[config.mk]
export PLATFORM = sky130hd
export DESIGN_NAME = uart_int_mask
export DESIGN_NICKNAME = d
export VERILOG_FILES = /design/src/hw/uart_mask_pkg.sv /design/src/hw/fill_counter.sv /design/src/hw/rx_error_tracker.sv /design/src/hw/uart_int_mask.sv
export VERILOG_INCLUDE_DIRS = /design/src /design/src/hw
export SDC_FILE = /design/constraint.sdc
export NUM_CORES = 1
export LEC_CHECK = 0
export BUFFER_PORTS_ARGS = -buffer_cell sky130_fd_sc_hd__buf_2
export CAP_MARGIN = 15
export CORE_AREA = 2 2 142 144
export CTS_CLUSTER_DIAMETER = 80
export CTS_CLUSTER_SIZE = 40
export DETAILED_ROUTE_END_ITERATION = 8
export DIE_AREA = 0 0 144 146
export GPL_TIMING_DRIVEN = 0
export PLACE_DENSITY = 0.65
export SETUP_SLACK_MARGIN = 0.2
export SLEW_MARGIN = 20
export SYNTH_ARGS = -nofsm -noshare
export SYNTH_HDL_FRONTEND = slang
export SYNTH_HIERARCHICAL = 1
export SYNTH_SLANG_ARGS = --single-unit
[constraint.sdc]
create_clock -name clk_in -period 5.2 [get_ports clk_in]
set_input_delay 1.04 -clock clk_in [delete_from_list [all_inputs] [get_ports clk_in]]
set_output_delay 1.04 -clock clk_in [all_outputs]
set_load 0.02 [all_outputs]
[src/hw/uart_mask_regs.svh]
// register map, reset values and trigger levels of the mask/status block
`ifndef UART_MASK_REGS_SVH
`define UART_MASK_REGS_SVH

// ********************************************************************
// register offsets (3-bit register address)
// ********************************************************************
`define OFS_HOLDING 3'h0
`define OFS_INT_MASK 3'h1
`define OFS_FIFO_CTRL 3'h2
`define OFS_LINE_STATUS 3'h5

// ********************************************************************
// interrupt mask fields
// ********************************************************************
`define IMR_RX_READY 0
`define IMR_TX_EMPTY 1
`define IMR_LINE_STATUS 2
`define IMR_MODEM 3
`define IMR_SLEEP 4
`define IMR_LOW_POWER 5
`define IMR_USED_MASK 8'h3f
`define IMR_RESET 8'h00

// ********************************************************************
// fifo control fields
// ********************************************************************
`define FCR_FIFO_EN 0
`define FCR_RX_RESET 1
`define FCR_TX_RESET 2
`define FCR_DMA_MODE 3
`define FCR_BIG_FIFO 5
`define FCR_TRIG_LSB 6
`define FCR_TRIG_MSB 7
`define FCR_RESET 8'h00

// ********************************************************************
// line status fields
// ********************************************************************
`define LSR_DATA_READY 0
`define LSR_OVERRUN 1
`define LSR_PARITY 2
`define LSR_FRAMING 3
`define LSR_BREAK 4
`define LSR_THR_EMPTY 5
`define LSR_TX_IDLE 6
`define LSR_FIFO_ERR 7

// ********************************************************************
// interrupt status codes (bits 3:0, bit 0 high = nothing pending)
// ********************************************************************
`define ISR_NONE 4'h1
`define ISR_LINE 4'h6
`define ISR_RX 4'h4
`define ISR_TIMEOUT 4'hc
`define ISR_TX 4'h2
`define ISR_MODEM 4'h0

// ********************************************************************
// fifo sizes and receive trigger levels
// ********************************************************************
`define DEPTH_SMALL 7'h10
`define DEPTH_BIG 7'h40
`define DEPTH_OFF 7'h01
`define TRIG_S0 7'h01
`define TRIG_S1 7'h04
`define TRIG_S2 7'h08
`define TRIG_S3 7'h0e
`define TRIG_B0 7'h01
`define TRIG_B1 7'h10
`define TRIG_B2 7'h20
`define TRIG_B3 7'h38

`endif

[src/hw/uart_mask_pkg.sv]
// types shared by the interrupt mask, line status and dma request block
package uart_mask_pkg;
   typedef logic [2:0] reg_addr_t;
   typedef logic [7:0] byte_t;
   typedef logic [6:0] level_t;
   typedef enum logic [0:0] {
      DMA_IDLE = 1'b0,
      DMA_REQ = 1'b1
   } dma_state_e;
endpackage

[src/hw/fill_counter.sv]
// occupancy counter for one fifo, bounded by a run-time capacity
`timescale 1ns/1ps
module fill_counter #(
   parameter int WIDTH = 7
) (
   input wire logic clk_in,
   input wire logic rst_in,
   input wire logic clear_in,
   input wire logic push_in,
   input wire logic pop_in,
   input wire logic [WIDTH-1:0] cap_in,
   output logic [WIDTH-1:0] count_out,
   output logic full_out
);
   logic [WIDTH-1:0] count_q;
   logic do_push;
   logic do_pop;

   // a push into a full fifo is dropped; the datapath reports it as overrun
   assign do_push = push_in && (count_q < cap_in);
   assign do_pop = pop_in && (count_q != '0);

   always_ff @(posedge clk_in) begin
      if (rst_in || clear_in) begin
         count_q <= '0;
      end else if (do_push && !do_pop) begin
         count_q <= count_q + WIDTH'(1);
      end else if (do_pop && !do_push) begin
         count_q <= count_q - WIDTH'(1);
      end
   end

   assign count_out = count_q;
   assign full_out = (count_q >= cap_in);
endmodule // fill_counter

[src/hw/rx_error_tracker.sv]
// remembers which queued receive characters carry an error
`timescale 1ns/1ps
module rx_error_tracker #(
   parameter int DEPTH = 64,
   parameter int AW = 6
) (
   input wire logic clk_in,
   input wire logic rst_in,
   input wire logic clear_in,
   input wire logic push_in,
   input wire logic push_err_in,
   input wire logic pop_in,
   output logic any_err_out
);
   logic [DEPTH-1:0] flag_q;
   logic [AW-1:0] wr_q;
   logic [AW-1:0] rd_q;
   logic [AW:0] err_cnt_q;
   logic head_err;

   assign head_err = flag_q[rd_q];

   always_ff @(posedge clk_in) begin
      if (rst_in || clear_in) begin
         wr_q <= '0;
         rd_q <= '0;
      end else begin
         if (push_in) begin
            wr_q <= wr_q + AW'(1);
         end
         if (pop_in) begin
            rd_q <= rd_q + AW'(1);
         end
      end
   end

   always_ff @(posedge clk_in) begin
      if (rst_in) begin
         flag_q <= '0;
      end else if (push_in) begin
         flag_q[wr_q] <= push_err_in;
      end
   end

   always_ff @(posedge clk_in) begin
      if (rst_in || clear_in) begin
         err_cnt_q <= '0;
      end else if ((push_in && push_err_in) && !(pop_in && head_err)) begin
         err_cnt_q <= err_cnt_q + (AW+1)'(1);
      end else if ((pop_in && head_err) && !(push_in && push_err_in)) begin
         err_cnt_q <= err_cnt_q - (AW+1)'(1);
      end
   end

   assign any_err_out = (err_cnt_q != '0);
endmodule // rx_error_tracker

[src/hw/uart_int_mask.sv]
// interrupt masking, fifo status reporting and dma request pins of a fifo uart
`timescale 1ns/1ps
`include "uart_mask_regs.svh"

module uart_int_mask #(
   parameter int FIFO_DEPTH = 64,
   parameter int LW = 7
) (
   input wire logic clk_in,
   input wire logic rst_in,
   input wire uart_mask_pkg::reg_addr_t addr_in,
   input wire uart_mask_pkg::byte_t wdata_in,
   input wire logic wr_in,
   input wire logic rd_in,
   output uart_mask_pkg::byte_t rdata_out,
   input wire logic rx_push_in,
   input wire uart_mask_pkg::byte_t rx_data_in,
   input wire logic rx_overrun_in,
   input wire logic rx_parity_err_in,
   input wire logic rx_framing_err_in,
   input wire logic rx_break_in,
   input wire logic rx_timeout_in,
   input wire logic tx_pop_in,
   input wire logic tx_shift_busy_in,
   input wire logic modem_change_in,
   output logic rx_pop_out,
   output logic tx_push_out,
   output uart_mask_pkg::byte_t tx_data_out,
   output logic rx_fifo_reset_out,
   output logic tx_fifo_reset_out,
   output logic low_power_en_out,
   output logic sleep_en_out,
   output logic irq_out,
   output logic transmit_dma_request_n_out,
   output logic receive_dma_request_n_out
);
   import uart_mask_pkg::*;

   // ********************************
   // trigger decode
   // ********************************
   function automatic level_t trigger_level(input logic [1:0] sel, input logic big);
      level_t lvl;
      case ({big, sel})
         3'h1: lvl = `TRIG_S1;
         3'h2: lvl = `TRIG_S2;
         3'h3: lvl = `TRIG_S3;
         3'h4: lvl = `TRIG_B0;
         3'h5: lvl = `TRIG_B1;
         3'h6: lvl = `TRIG_B2;
         3'h7: lvl = `TRIG_B3;
         default: lvl = `TRIG_S0;
      endcase
      return lvl;
   endfunction

   // ********************************
   // registers
   // ********************************
   byte_t imr_q;
   byte_t fcr_q;
   byte_t rdata_q;
   byte_t tx_data_q;
   logic [4:1] err_q;
   logic rx_clr_q;
   logic tx_clr_q;
   dma_state_e rx_dma_q;
   dma_state_e rx_dma_d;
   dma_state_e tx_dma_q;
   dma_state_e tx_dma_d;
   logic wr_imr;
   logic wr_fcr;
   logic wr_thr;
   logic rd_rhr;
   logic rd_lsr;
   logic fifo_en;
   logic dma_mode1;
   level_t cap;
   level_t trig;
   level_t rx_count;
   level_t tx_count;
   logic rx_full;
   logic tx_full;
   logic fifo_err;
   logic rx_push_err;
   byte_t line_status_register;
   byte_t interrupt_status_register;
   logic rx_pend;
   logic tx_pend;
   logic ls_pend;
   logic ms_pend;
   logic [3:0] isr_code;

   always_comb begin
      wr_imr = 1'b0;
      wr_fcr = 1'b0;
      wr_thr = 1'b0;
      rd_rhr = 1'b0;
      rd_lsr = 1'b0;
      if (addr_in == `OFS_HOLDING) begin
         wr_thr = wr_in;
         rd_rhr = rd_in;
      end else if (addr_in == `OFS_INT_MASK) begin
         wr_imr = wr_in;
      end else if (addr_in == `OFS_FIFO_CTRL) begin
         wr_fcr = wr_in;
      end else if (addr_in == `OFS_LINE_STATUS) begin
         rd_lsr = rd_in;
      end
   end

   // bits 7:6 are unused and always read back as zero
   always_ff @(posedge clk_in) begin
      if (rst_in) begin
         imr_q <= `IMR_RESET;
      end else if (wr_imr) begin
         imr_q <= wdata_in & `IMR_USED_MASK;
      end
   end
   // other fields except the reset bits only take effect when the enable bit is written as one;
   // the two reset bits are self-clearing and never stored
   always_ff @(posedge clk_in) begin
      if (rst_in) begin
         fcr_q <= `FCR_RESET;
      end else if (wr_fcr) begin
         if (wdata_in[`FCR_FIFO_EN]) begin
            fcr_q <= {wdata_in[7:5], 1'b0, wdata_in[3], 2'b00, 1'b1};
         end else begin
            fcr_q <= `FCR_RESET;
         end
      end
   end
   // disabling the fifos also flushes them
   always_ff @(posedge clk_in) begin
      if (rst_in) begin
         rx_clr_q <= 1'b0;
         tx_clr_q <= 1'b0;
      end else begin
         rx_clr_q <= wr_fcr && (wdata_in[`FCR_RX_RESET] || (wdata_in[`FCR_FIFO_EN] != fcr_q[`FCR_FIFO_EN]));
         tx_clr_q <= wr_fcr && (wdata_in[`FCR_TX_RESET] || (wdata_in[`FCR_FIFO_EN] != fcr_q[`FCR_FIFO_EN]));
      end
   end

   assign rx_fifo_reset_out = rx_clr_q;
   assign tx_fifo_reset_out = tx_clr_q;
   assign low_power_en_out = imr_q[`IMR_LOW_POWER];
   assign sleep_en_out = imr_q[`IMR_SLEEP];

   assign fifo_en = fcr_q[`FCR_FIFO_EN];
   assign dma_mode1 = fifo_en && fcr_q[`FCR_DMA_MODE];
   // without fifos the holding register acts as a one-entry fifo
   assign cap = !fifo_en ? `DEPTH_OFF : (fcr_q[`FCR_BIG_FIFO] ? `DEPTH_BIG : `DEPTH_SMALL);
   assign trig = !fifo_en ? `TRIG_S0 :
      trigger_level(fcr_q[`FCR_TRIG_MSB:`FCR_TRIG_LSB], fcr_q[`FCR_BIG_FIFO]);

   // ********************************
   // fifo occupancy
   // ********************************
   assign rx_pop_out = rd_rhr && (rx_count != '0);
   assign tx_push_out = wr_thr && !tx_full;
   assign rx_push_err = rx_parity_err_in || rx_framing_err_in || rx_break_in;

   fill_counter #(
      .WIDTH(LW)
   ) rx_level (
      .clk_in(clk_in),
      .rst_in(rst_in),
      .clear_in(rx_clr_q),
      .push_in(rx_push_in),
      .pop_in(rx_pop_out),
      .cap_in(cap),
      .count_out(rx_count),
      .full_out(rx_full)
   );
   fill_counter #(
      .WIDTH(LW)
   ) tx_level (
      .clk_in(clk_in),
      .rst_in(rst_in),
      .clear_in(tx_clr_q),
      .push_in(tx_push_out),
      .pop_in(tx_pop_in),
      .cap_in(cap),
      .count_out(tx_count),
      .full_out(tx_full)
   );
   rx_error_tracker #(
      .DEPTH(FIFO_DEPTH),
      .AW($clog2(FIFO_DEPTH))
   ) rx_errs (
      .clk_in(clk_in),
      .rst_in(rst_in),
      .clear_in(rx_clr_q),
      .push_in(rx_push_in && !rx_full),
      .push_err_in(rx_push_err),
      .pop_in(rx_pop_out),
      .any_err_out(fifo_err)
   );

   always_ff @(posedge clk_in) begin
      if (rst_in) begin
         tx_data_q <= 8'h00;
      end else if (tx_push_out) begin
         tx_data_q <= wdata_in;
      end
   end
   assign tx_data_out = tx_data_q;

   // ********************************
   // line status
   // ********************************
   // error bits are sticky until the status register is read; a new error
   // in the read cycle survives the clear
   always_ff @(posedge clk_in) begin
      if (rst_in) begin
         err_q <= 4'h0;
      end else begin
         err_q[`LSR_OVERRUN] <= rx_overrun_in || (err_q[`LSR_OVERRUN] && !rd_lsr);
         err_q[`LSR_PARITY] <= (rx_push_in && rx_parity_err_in) || (err_q[`LSR_PARITY] && !rd_lsr);
         err_q[`LSR_FRAMING] <= (rx_push_in && rx_framing_err_in) || (err_q[`LSR_FRAMING] && !rd_lsr);
         err_q[`LSR_BREAK] <= (rx_push_in && rx_break_in) || (err_q[`LSR_BREAK] && !rd_lsr);
      end
   end

   always_comb begin
      line_status_register = 8'h00;
      line_status_register[`LSR_DATA_READY] = (rx_count != '0);
      line_status_register[`LSR_BREAK:`LSR_OVERRUN] = err_q;
      line_status_register[`LSR_THR_EMPTY] = (tx_count == '0);
      line_status_register[`LSR_TX_IDLE] = (tx_count == '0) && !tx_shift_busy_in;
      line_status_register[`LSR_FIFO_ERR] = fifo_err;
   end

   // ********************************
   // interrupt sources
   // ********************************
   // all masks clear: nothing reaches the pin, software polls status
   always_comb begin
      rx_pend = imr_q[`IMR_RX_READY] && ((rx_count >= trig) || (fifo_en && rx_timeout_in));
      if (dma_mode1) begin
         tx_pend = imr_q[`IMR_TX_EMPTY] && (tx_count < trig);
      end else begin
         tx_pend = imr_q[`IMR_TX_EMPTY] && line_status_register[`LSR_THR_EMPTY];
      end
      ls_pend = imr_q[`IMR_LINE_STATUS] && (line_status_register[`LSR_DATA_READY] || (err_q != 4'h0));
      ms_pend = imr_q[`IMR_MODEM] && modem_change_in;
   end
   assign irq_out = rx_pend || tx_pend || ls_pend || ms_pend;

   // highest priority first; the code clears as soon as its source goes
   always_comb begin
      if (ls_pend) begin
         isr_code = `ISR_LINE;
      end else if (rx_pend && rx_count >= trig) begin
         isr_code = `ISR_RX;
      end else if (rx_pend) begin
         isr_code = `ISR_TIMEOUT;
      end else if (tx_pend) begin
         isr_code = `ISR_TX;
      end else if (ms_pend) begin
         isr_code = `ISR_MODEM;
      end else begin
         isr_code = `ISR_NONE;
      end
   end
   assign interrupt_status_register = {fifo_en, fifo_en, fifo_en && fcr_q[`FCR_BIG_FIFO], 1'b0, isr_code};

   // ********************************
   // dma request pins
   // ********************************
   // mode 1 receive: request from trigger (or timeout) until fully drained
   always_comb begin
      rx_dma_d = rx_dma_q;
      case (rx_dma_q)
         DMA_IDLE: begin
            if (dma_mode1 ? ((rx_count >= trig) || rx_timeout_in) : (rx_count != '0)) begin
               rx_dma_d = DMA_REQ;
            end
         end
         DMA_REQ: begin
            if (rx_count == '0) begin
               rx_dma_d = DMA_IDLE;
            end
         end
      endcase
   end

   // mode 1 transmit: request below trigger, hold until the fifo is full;
   // mode 0: request only while nothing at all is queued
   always_comb begin
      tx_dma_d = tx_dma_q;
      case (tx_dma_q)
         DMA_IDLE: begin
            if (dma_mode1 ? (tx_count < trig) : (tx_count == '0)) begin
               tx_dma_d = DMA_REQ;
            end
         end
         DMA_REQ: begin
            if (dma_mode1 ? tx_full : (tx_count != '0)) begin
               tx_dma_d = DMA_IDLE;
            end
         end
      endcase
   end

   always_ff @(posedge clk_in) begin
      if (rst_in) begin
         rx_dma_q <= DMA_IDLE;
         tx_dma_q <= DMA_IDLE;
      end else begin
         rx_dma_q <= rx_dma_d;
         tx_dma_q <= tx_dma_d;
      end
   end

   assign receive_dma_request_n_out = (rx_dma_q != DMA_REQ);
   assign transmit_dma_request_n_out = (tx_dma_q != DMA_REQ);

   // ********************************
   // read data, valid only in the cycle after the read strobe
   // ********************************
   always_ff @(posedge clk_in) begin
      if (rst_in || !rd_in) begin
         rdata_q <= 8'h00;
      end else if (addr_in == `OFS_HOLDING) begin
         rdata_q <= rx_data_in;
      end else if (addr_in == `OFS_INT_MASK) begin
         rdata_q <= imr_q;
      end else if (addr_in == `OFS_FIFO_CTRL) begin
         rdata_q <= interrupt_status_register;
      end else if (addr_in == `OFS_LINE_STATUS) begin
         rdata_q <= line_status_register;
      end else begin
         rdata_q <= 8'h00;
      end
   end

   assign rdata_out = rdata_q;
endmodule // uart_int_mask

Word-level counts from Yosys, hierarchy flattened
Cells that the tools add are included.
{ "classes": {"n_eq_ne": 10, "n_reduce_logical": 73, "n_bitwise": 2, "n_mux": 46, "order_cmp": 9, "addsub": 8} }
{ "ops": {"columns": ["op", "n"], "rows": [
  ["bitwise mux 64 bit", 1],
  ["2-to-1 mux 7 bit", 9],
  ["2-to-1 mux 8 bit", 5],
  ["case mux 6 bit (6 select lines)", 1],
  ["logical AND 1 bit", 35],
  ["2-to-1 mux 1 bit", 22],
  ["adder 7 x 1 -> 7 bit (second input constant)", 3],
  [">= comparator 7 bit", 3],
  ["less-than comparator 7 bit", 3],
  ["nonzero test 7 bit", 3],
  ["subtractor 7 x 1 -> 7 bit (second input constant)", 3],
  ["logical OR 1 bit", 17],
  ["logical NOT 7 bit", 2],
  ["less-than comparator 6 x 7 -> 1 bit (second input constant)", 2],
  ["adder 6 x 1 -> 6 bit (second input constant)", 2],
  ["== test 3 bit (second input constant)", 4],
  ["2-to-1 mux 4 bit", 3],
  ["logical NOT 1 bit", 11],
  ["== test 3 x 2 -> 1 bit (second input constant)", 3],
  ["binary-select mux 1 bit (select 6 bit)", 1],
  ["demux 1 bit (select 6 bit)", 1],
  ["== test 3 x 1 -> 1 bit (second input constant)", 2],
  [">= comparator 6 x 1 -> 1 bit (second input constant)", 1],
  ["nonzero test 2 bit", 3],
  ["other kinds (6)", 8]
]} }
{ "totals": {"output_inout_bits": 25, "elab_cells": 163, "ff_bits": 135} }

Longest topological paths before layout
{ "logic_depth": {"depth_word": 13, "depth_mapped": 21, "depth_no_buf": 19} }

Hierarchy
The synthesis kept the hierarchy.
{ "modules_own_cells": {"columns": ["module", "area_each_um2", "cells_per_inst", "instances", "seq_area_each_um2"], "rows": [
  ["rx_error_tracker", 4335.4, 527, 1, 1661.6],
  ["uart_int_mask", 1958.1, 243, 1, 700.7],
  ["fill_counter at rx_level", 719.4, 87, 1, 140.1],
  ["fill_counter at tx_level", 714.4, 87, 1, 140.1]
]} }

Worst setup path before layout
No wires, ideal clock.
{ "synth_path": {"path_type": "register to register", "from": "register fcr_q[0]", "to": "register rx_errs.err_cnt_q[6]", "t_arrival_ps": 3880, "path_slack_ps": 1202, "setup_ps": 119, "stages_incl_launch_ff": 22, "period_less_slack_ps": 3998, "required_time_ps": 5081, "cell_sequence": "dfxtp_1 > buf_4 > inv_1 > nor2_1 > inv_1 > ha_1 > a21o_1 > a21o_1 > a21oi_1 > o21ai_0 > nor2b_1 > clkbuf_1 > clkbuf_1 > and2_1 > ha_1 > inv_1 > fa_1 > a21o_1 > a21oi_1 > nand4b_1 > nand3_1 > mux2i_1"} }
{ "synth_between": {"elab_chain_len": 8, "elab_cells_between_ends": 10, "classes_between": "order compare: 1; mux: 2; reduce/logical: 7"} }
{ "synth_lines": {"columns": ["element", "line_no", "text"], "rows": [
  ["start, declared", "uart_int_mask.sv:61", "byte_t fcr_q;"],
  ["start signal, assigned", "uart_int_mask.sv:124", "fcr_q <= `FCR_RESET;"],
  ["start signal, assigned", "uart_int_mask.sv:127", "fcr_q <= {wdata_in[7:5], 1'b0, wdata_in[3], 2'b00, 1'b1};"],
  ["start signal, assigned", "uart_int_mask.sv:129", "fcr_q <= `FCR_RESET;"],
  ["2-to-1 mux 7 bit *", "uart_int_mask.sv:152", "assign cap = !fifo_en ? `DEPTH_OFF : (fcr_q[`FCR_BIG_FIFO] ? `DEPTH_BIG : `DEPTH_SMALL);"],
  ["via cap[0]", "uart_int_mask.sv:78", "level_t cap;"],
  [">= comparator 7 bit *", "fill_counter.sv:34", "assign full_out = (count_q >= cap_in);"],
  ["via rx_full", "uart_int_mask.sv:82", "logic rx_full;"],
  ["logical NOT 1 bit *", "uart_int_mask.sv:194", ".push_in(rx_push_in && !rx_full),"],
  ["logical AND 1 bit *", "uart_int_mask.sv:194", null],
  ["logical AND 1 bit *", "rx_error_tracker.sv:48, rx_error_tracker.sv:50", null],
  ["logical NOT 1 bit", "rx_error_tracker.sv:50", "end else if ((pop_in && head_err) && !(push_in && push_err_in)) begin"],
  ["logical AND 1 bit", "rx_error_tracker.sv:50", null],
  ["nonzero test 2 bit (no source line)", null, null],
  ["end signal, assigned", "rx_error_tracker.sv:49", "err_cnt_q <= err_cnt_q + (AW+1)'(1);"],
  ["end signal, assigned", "rx_error_tracker.sv:51", "err_cnt_q <= err_cnt_q - (AW+1)'(1);"],
  ["end, declared", "rx_error_tracker.sv:18", "logic [AW:0] err_cnt_q;"]
]} }
Mark *: on every way through the listed nets, which the timed path passes. The rest lies on a longest branch.
A chain may end at the register's enable or synchronous reset.

Worst setup path after layout
Same ends and word-level chain as after synthesis.

==> results_dict.tcl <==
set metrics [dict create \
    status "finished, final reports clean" \
    route.detailed.drc 0 \
    async_flop_share 0 \
    layout-drive-gt1-share 0.127 \
    synth_largest_area_cell "dfxtp_1" \
    wirelength_um 21000 \
    grtUsageTotal 0.204 \
    vias_per_cell 5.40 \
    vdd_drop_max_mv 0.253 \
    period_share 0.899 \
    die_w_um 144 \
    multiInputGateArea_mm2 0.00475 \
    clock_skew_ns 0.0119 \
    clockBufferDepth 2 \
    cts.sinks 132 \
    rsz0062_at_grt "no" \
    hold_path.class "reg -> reg" \
    synth_common_cells "132 x dfxtp_1, 122 x nand2_1, 110 x nor2_1" \
    grt_max_degree 17 \
    htree_num_levels 4 \
    fmax_ghz 0.214 \
    die_h_um 146 \
    p_leak_nw 3.61 \
    nets 1107 \
    crit_required_ns 5.51 \
    clk_latency_ns 0.43 \
    drt-pass1-iter-count 5 \
    period_needed_ns 4.68 \
    ys_seq_elements 132 \
    synth_edf_count 0 \
    slew_headroom 0.525 \
    fillCellCount 1931 \
    dp_hpwl_um 15200 \
    overflow 0 \
    ys_warn_count 6 \
    synth.most_common_cell "dfxtp_1" \
    area_growth_pct 16.5 \
    port_buffers 55 \
    regArea_mm2 0.00264 \
    crit_path_end_kind "flip-flop" \
    grt_antenna_before_repair 0 \
    synthesis.instances 944 \
    synth_top_area_frac 0.342 \
    postCtsSetupRepairBufs 0 \
    startpoint_type "flip-flop" \
    final_area_mm2 0.00900 \
    cts_tree "done" \
    wl_per_cell_um 16.1 \
    crit_path_start "fcr_q[0]" \
    ys_types 75 \
    dieArea_mm2 0.0210 \
    crit_path_max_incr_delay_ns 0.43 \
    placed_area_mm2 0.00836 \
    hp-start "tx_data_out[6]" \
    cp_slowest_cell "fa_1" \
    synth_flop_cell "dfxtp_1" \
    setup_viol 0 \
    crit_chain "buf_4, inv_1, nor2_2, inv_1, ha_1, a21o_1, a21o_1, a21oi_1, o21ai_0, nor2b_1, clkbuf_1, clkbuf_2, and2_1, ha_1, inv_1, fa_1, a21o_1, a21oi_1, nand4b_1, nand3_1, mux2i_1" \
    powerDensity_mw_per_mm2 422 \
    gp_congestion 0.907 \
    grt_pass1_vias 6714 \
    crit_family "buffers and inverters" \
    finalHoldViolCount 0 \
    grt_pass1_wl_um 34000 \
    core_region_area_mm2 0.0193 \
    rows 51 \
    n_antenna_cell 0 \
    vias 7042 \
    cap_violations 0 \
    root_buffer "clkbuf_16" \
    ios 57 \
    synth_area_leaders "dfxtp_1 34%, ha_1 7.6%, nand2_1 5.9%" \
    seq_area_frac_synth 0.342 \
    timing.rr.start "fcr_q[0]" \
    cp.arrival_ns 4.99 \
    crit_type "reg -> reg" \
    clk_pin_slew_ns 0.07 \
    synth_area_mm2 0.00773 \
    worstMarginPinSlew_ns 0.707 \
    drt_iter0_drc 489 \
    cts-buffers-inserted 17 \
    slew_viol_final 0 \
    ant_nets 0 \
    cp_max_fo 10 \
    tns_ns 0 \
    reg2reg_slack_ns 0.52 \
    avgSynthCellArea_um2 8.19 \
    path_buf_inv 6 \
    start_util 0.400 \
]
cell type report:
cell class                 count  share of cell area
timing repair buffer          55              0.0306
clock inverter                13              0.0217
tap                          265              0.0368
inverter                      31              0.0129
buffer                        58              0.0277
clock buffer                  19              0.0492
sequential                   132               0.294
multi-input combinational    730               0.528
cell families after synthesis:
kind of cell / synth area share
fa+ha+maj: 0.0839
compound gates: 0.165
xor+xnor: 0.0227
buf+inv: 0.0471
simple gates: 0.239
other cells: 0.000485
mux: 0.0999
flops: 0.342
flip-flops by register name, indices dropped and copies added, names as in the netlist:
| signal | count |
|---|---|
| err_q | 4 |
| fcr_q | 5 |
| imr_q | 6 |
| rdata_out | 8 |
| rx_dma_q | 1 |
| rx_errs/err_cnt_q | 7 |
| rx_errs/flag_q | 64 |
| rx_errs/rd_q | 6 |
| rx_errs/wr_q | 6 |
| rx_fifo_reset_out | 1 |
| rx_level/count_out | 7 |
| tx_data_out | 8 |
| tx_dma_q | 1 |
| tx_fifo_reset_out | 1 |
| tx_level/count_out | 7 |
placed cells by master (no fill, tap or decap), types with 7 or more instances in the layout:
cell type  instances
xor2_1            12
ha_1              47
o21ai_0           54
buf_2             64
a22oi_1            8
and2_1             9
nor3_1            17
xnor2_1            8
nand2_1          122
clkbuf_16         17
clkbuf_1          40
dfxtp_1          132
a21oi_1           88
conb_1             8
nor2_1           109
inv_1             30
mux2i_1           43
a21o_1            12
mux4_1             7
nand3_1           35
nor4_1             8
nand4_1            9
nor2b_1           12
where the power goes:
part	internal, mW	leakage [nW]	switching, mW	total (mW)
Combinational	0.559	2.24	0.699	1.26
Sequential	1.10	1.07	0.128	1.23
Clock	0.823	0.302	0.485	1.31
worst reg2reg max path, stage by stage (launching register included):
cell	delay, ns
dfxtp_1	0.31
buf_4	0.19
inv_1	0.19
nor2_2	0.27
inv_1	0.08
ha_1	0.31
a21o_1	0.18
a21o_1	0.17
a21oi_1	0.16
o21ai_0	0.11
nor2b_1	0.13
clkbuf_1	0.33
clkbuf_2	0.31
and2_1	0.18
ha_1	0.21
inv_1	0.16
fa_1	0.44
a21o_1	0.19
a21oi_1	0.27
nand4b_1	0.16
nand3_1	0.10
mux2i_1	0.13
layer usage:
layer	routed length, um	track usage
met1	9590	0.270
met2	9720	0.330
met3	1470	0.0428
met4	264	0.0706
met5	0	0
path summary, 6_finish.rpt:
kind              cells past startpoint                    to
setup / recovery                     21  rx_errs/err_cnt_q[6]
hold / removal                        2        tx_data_out[6]
setup reg to reg                     21  rx_errs/err_cnt_q[6]
hold reg to reg                       2        tx_data_out[6]
stage by stage:
stage | setup slack [ns] | instances | total power, mW | hold slack, ns | utilization
after floorplan | 1.20 | 951 | 2.21 | 0.432 | -
after global placement | 0.478 | 1271 | 2.47 | 0.440 | 0.432
after detailed placement | 0.392 | 1271 | 2.49 | 0.447 | 0.432
after CTS | 0.355 | 1303 | 3.81 | 0.455 | 0.465
after global routing | 0.206 | 1303 | 4.05 | 0.468 | 0.466
final | 0.523 | 1303 | 3.80 | 0.453 | 0.466
what timing repair did:
item                       CTS  global route
hold buffers                 0             0
setup endpoints to repair    0             7
gates resized for setup      0             3
Power figures use the tool's default switching activity.
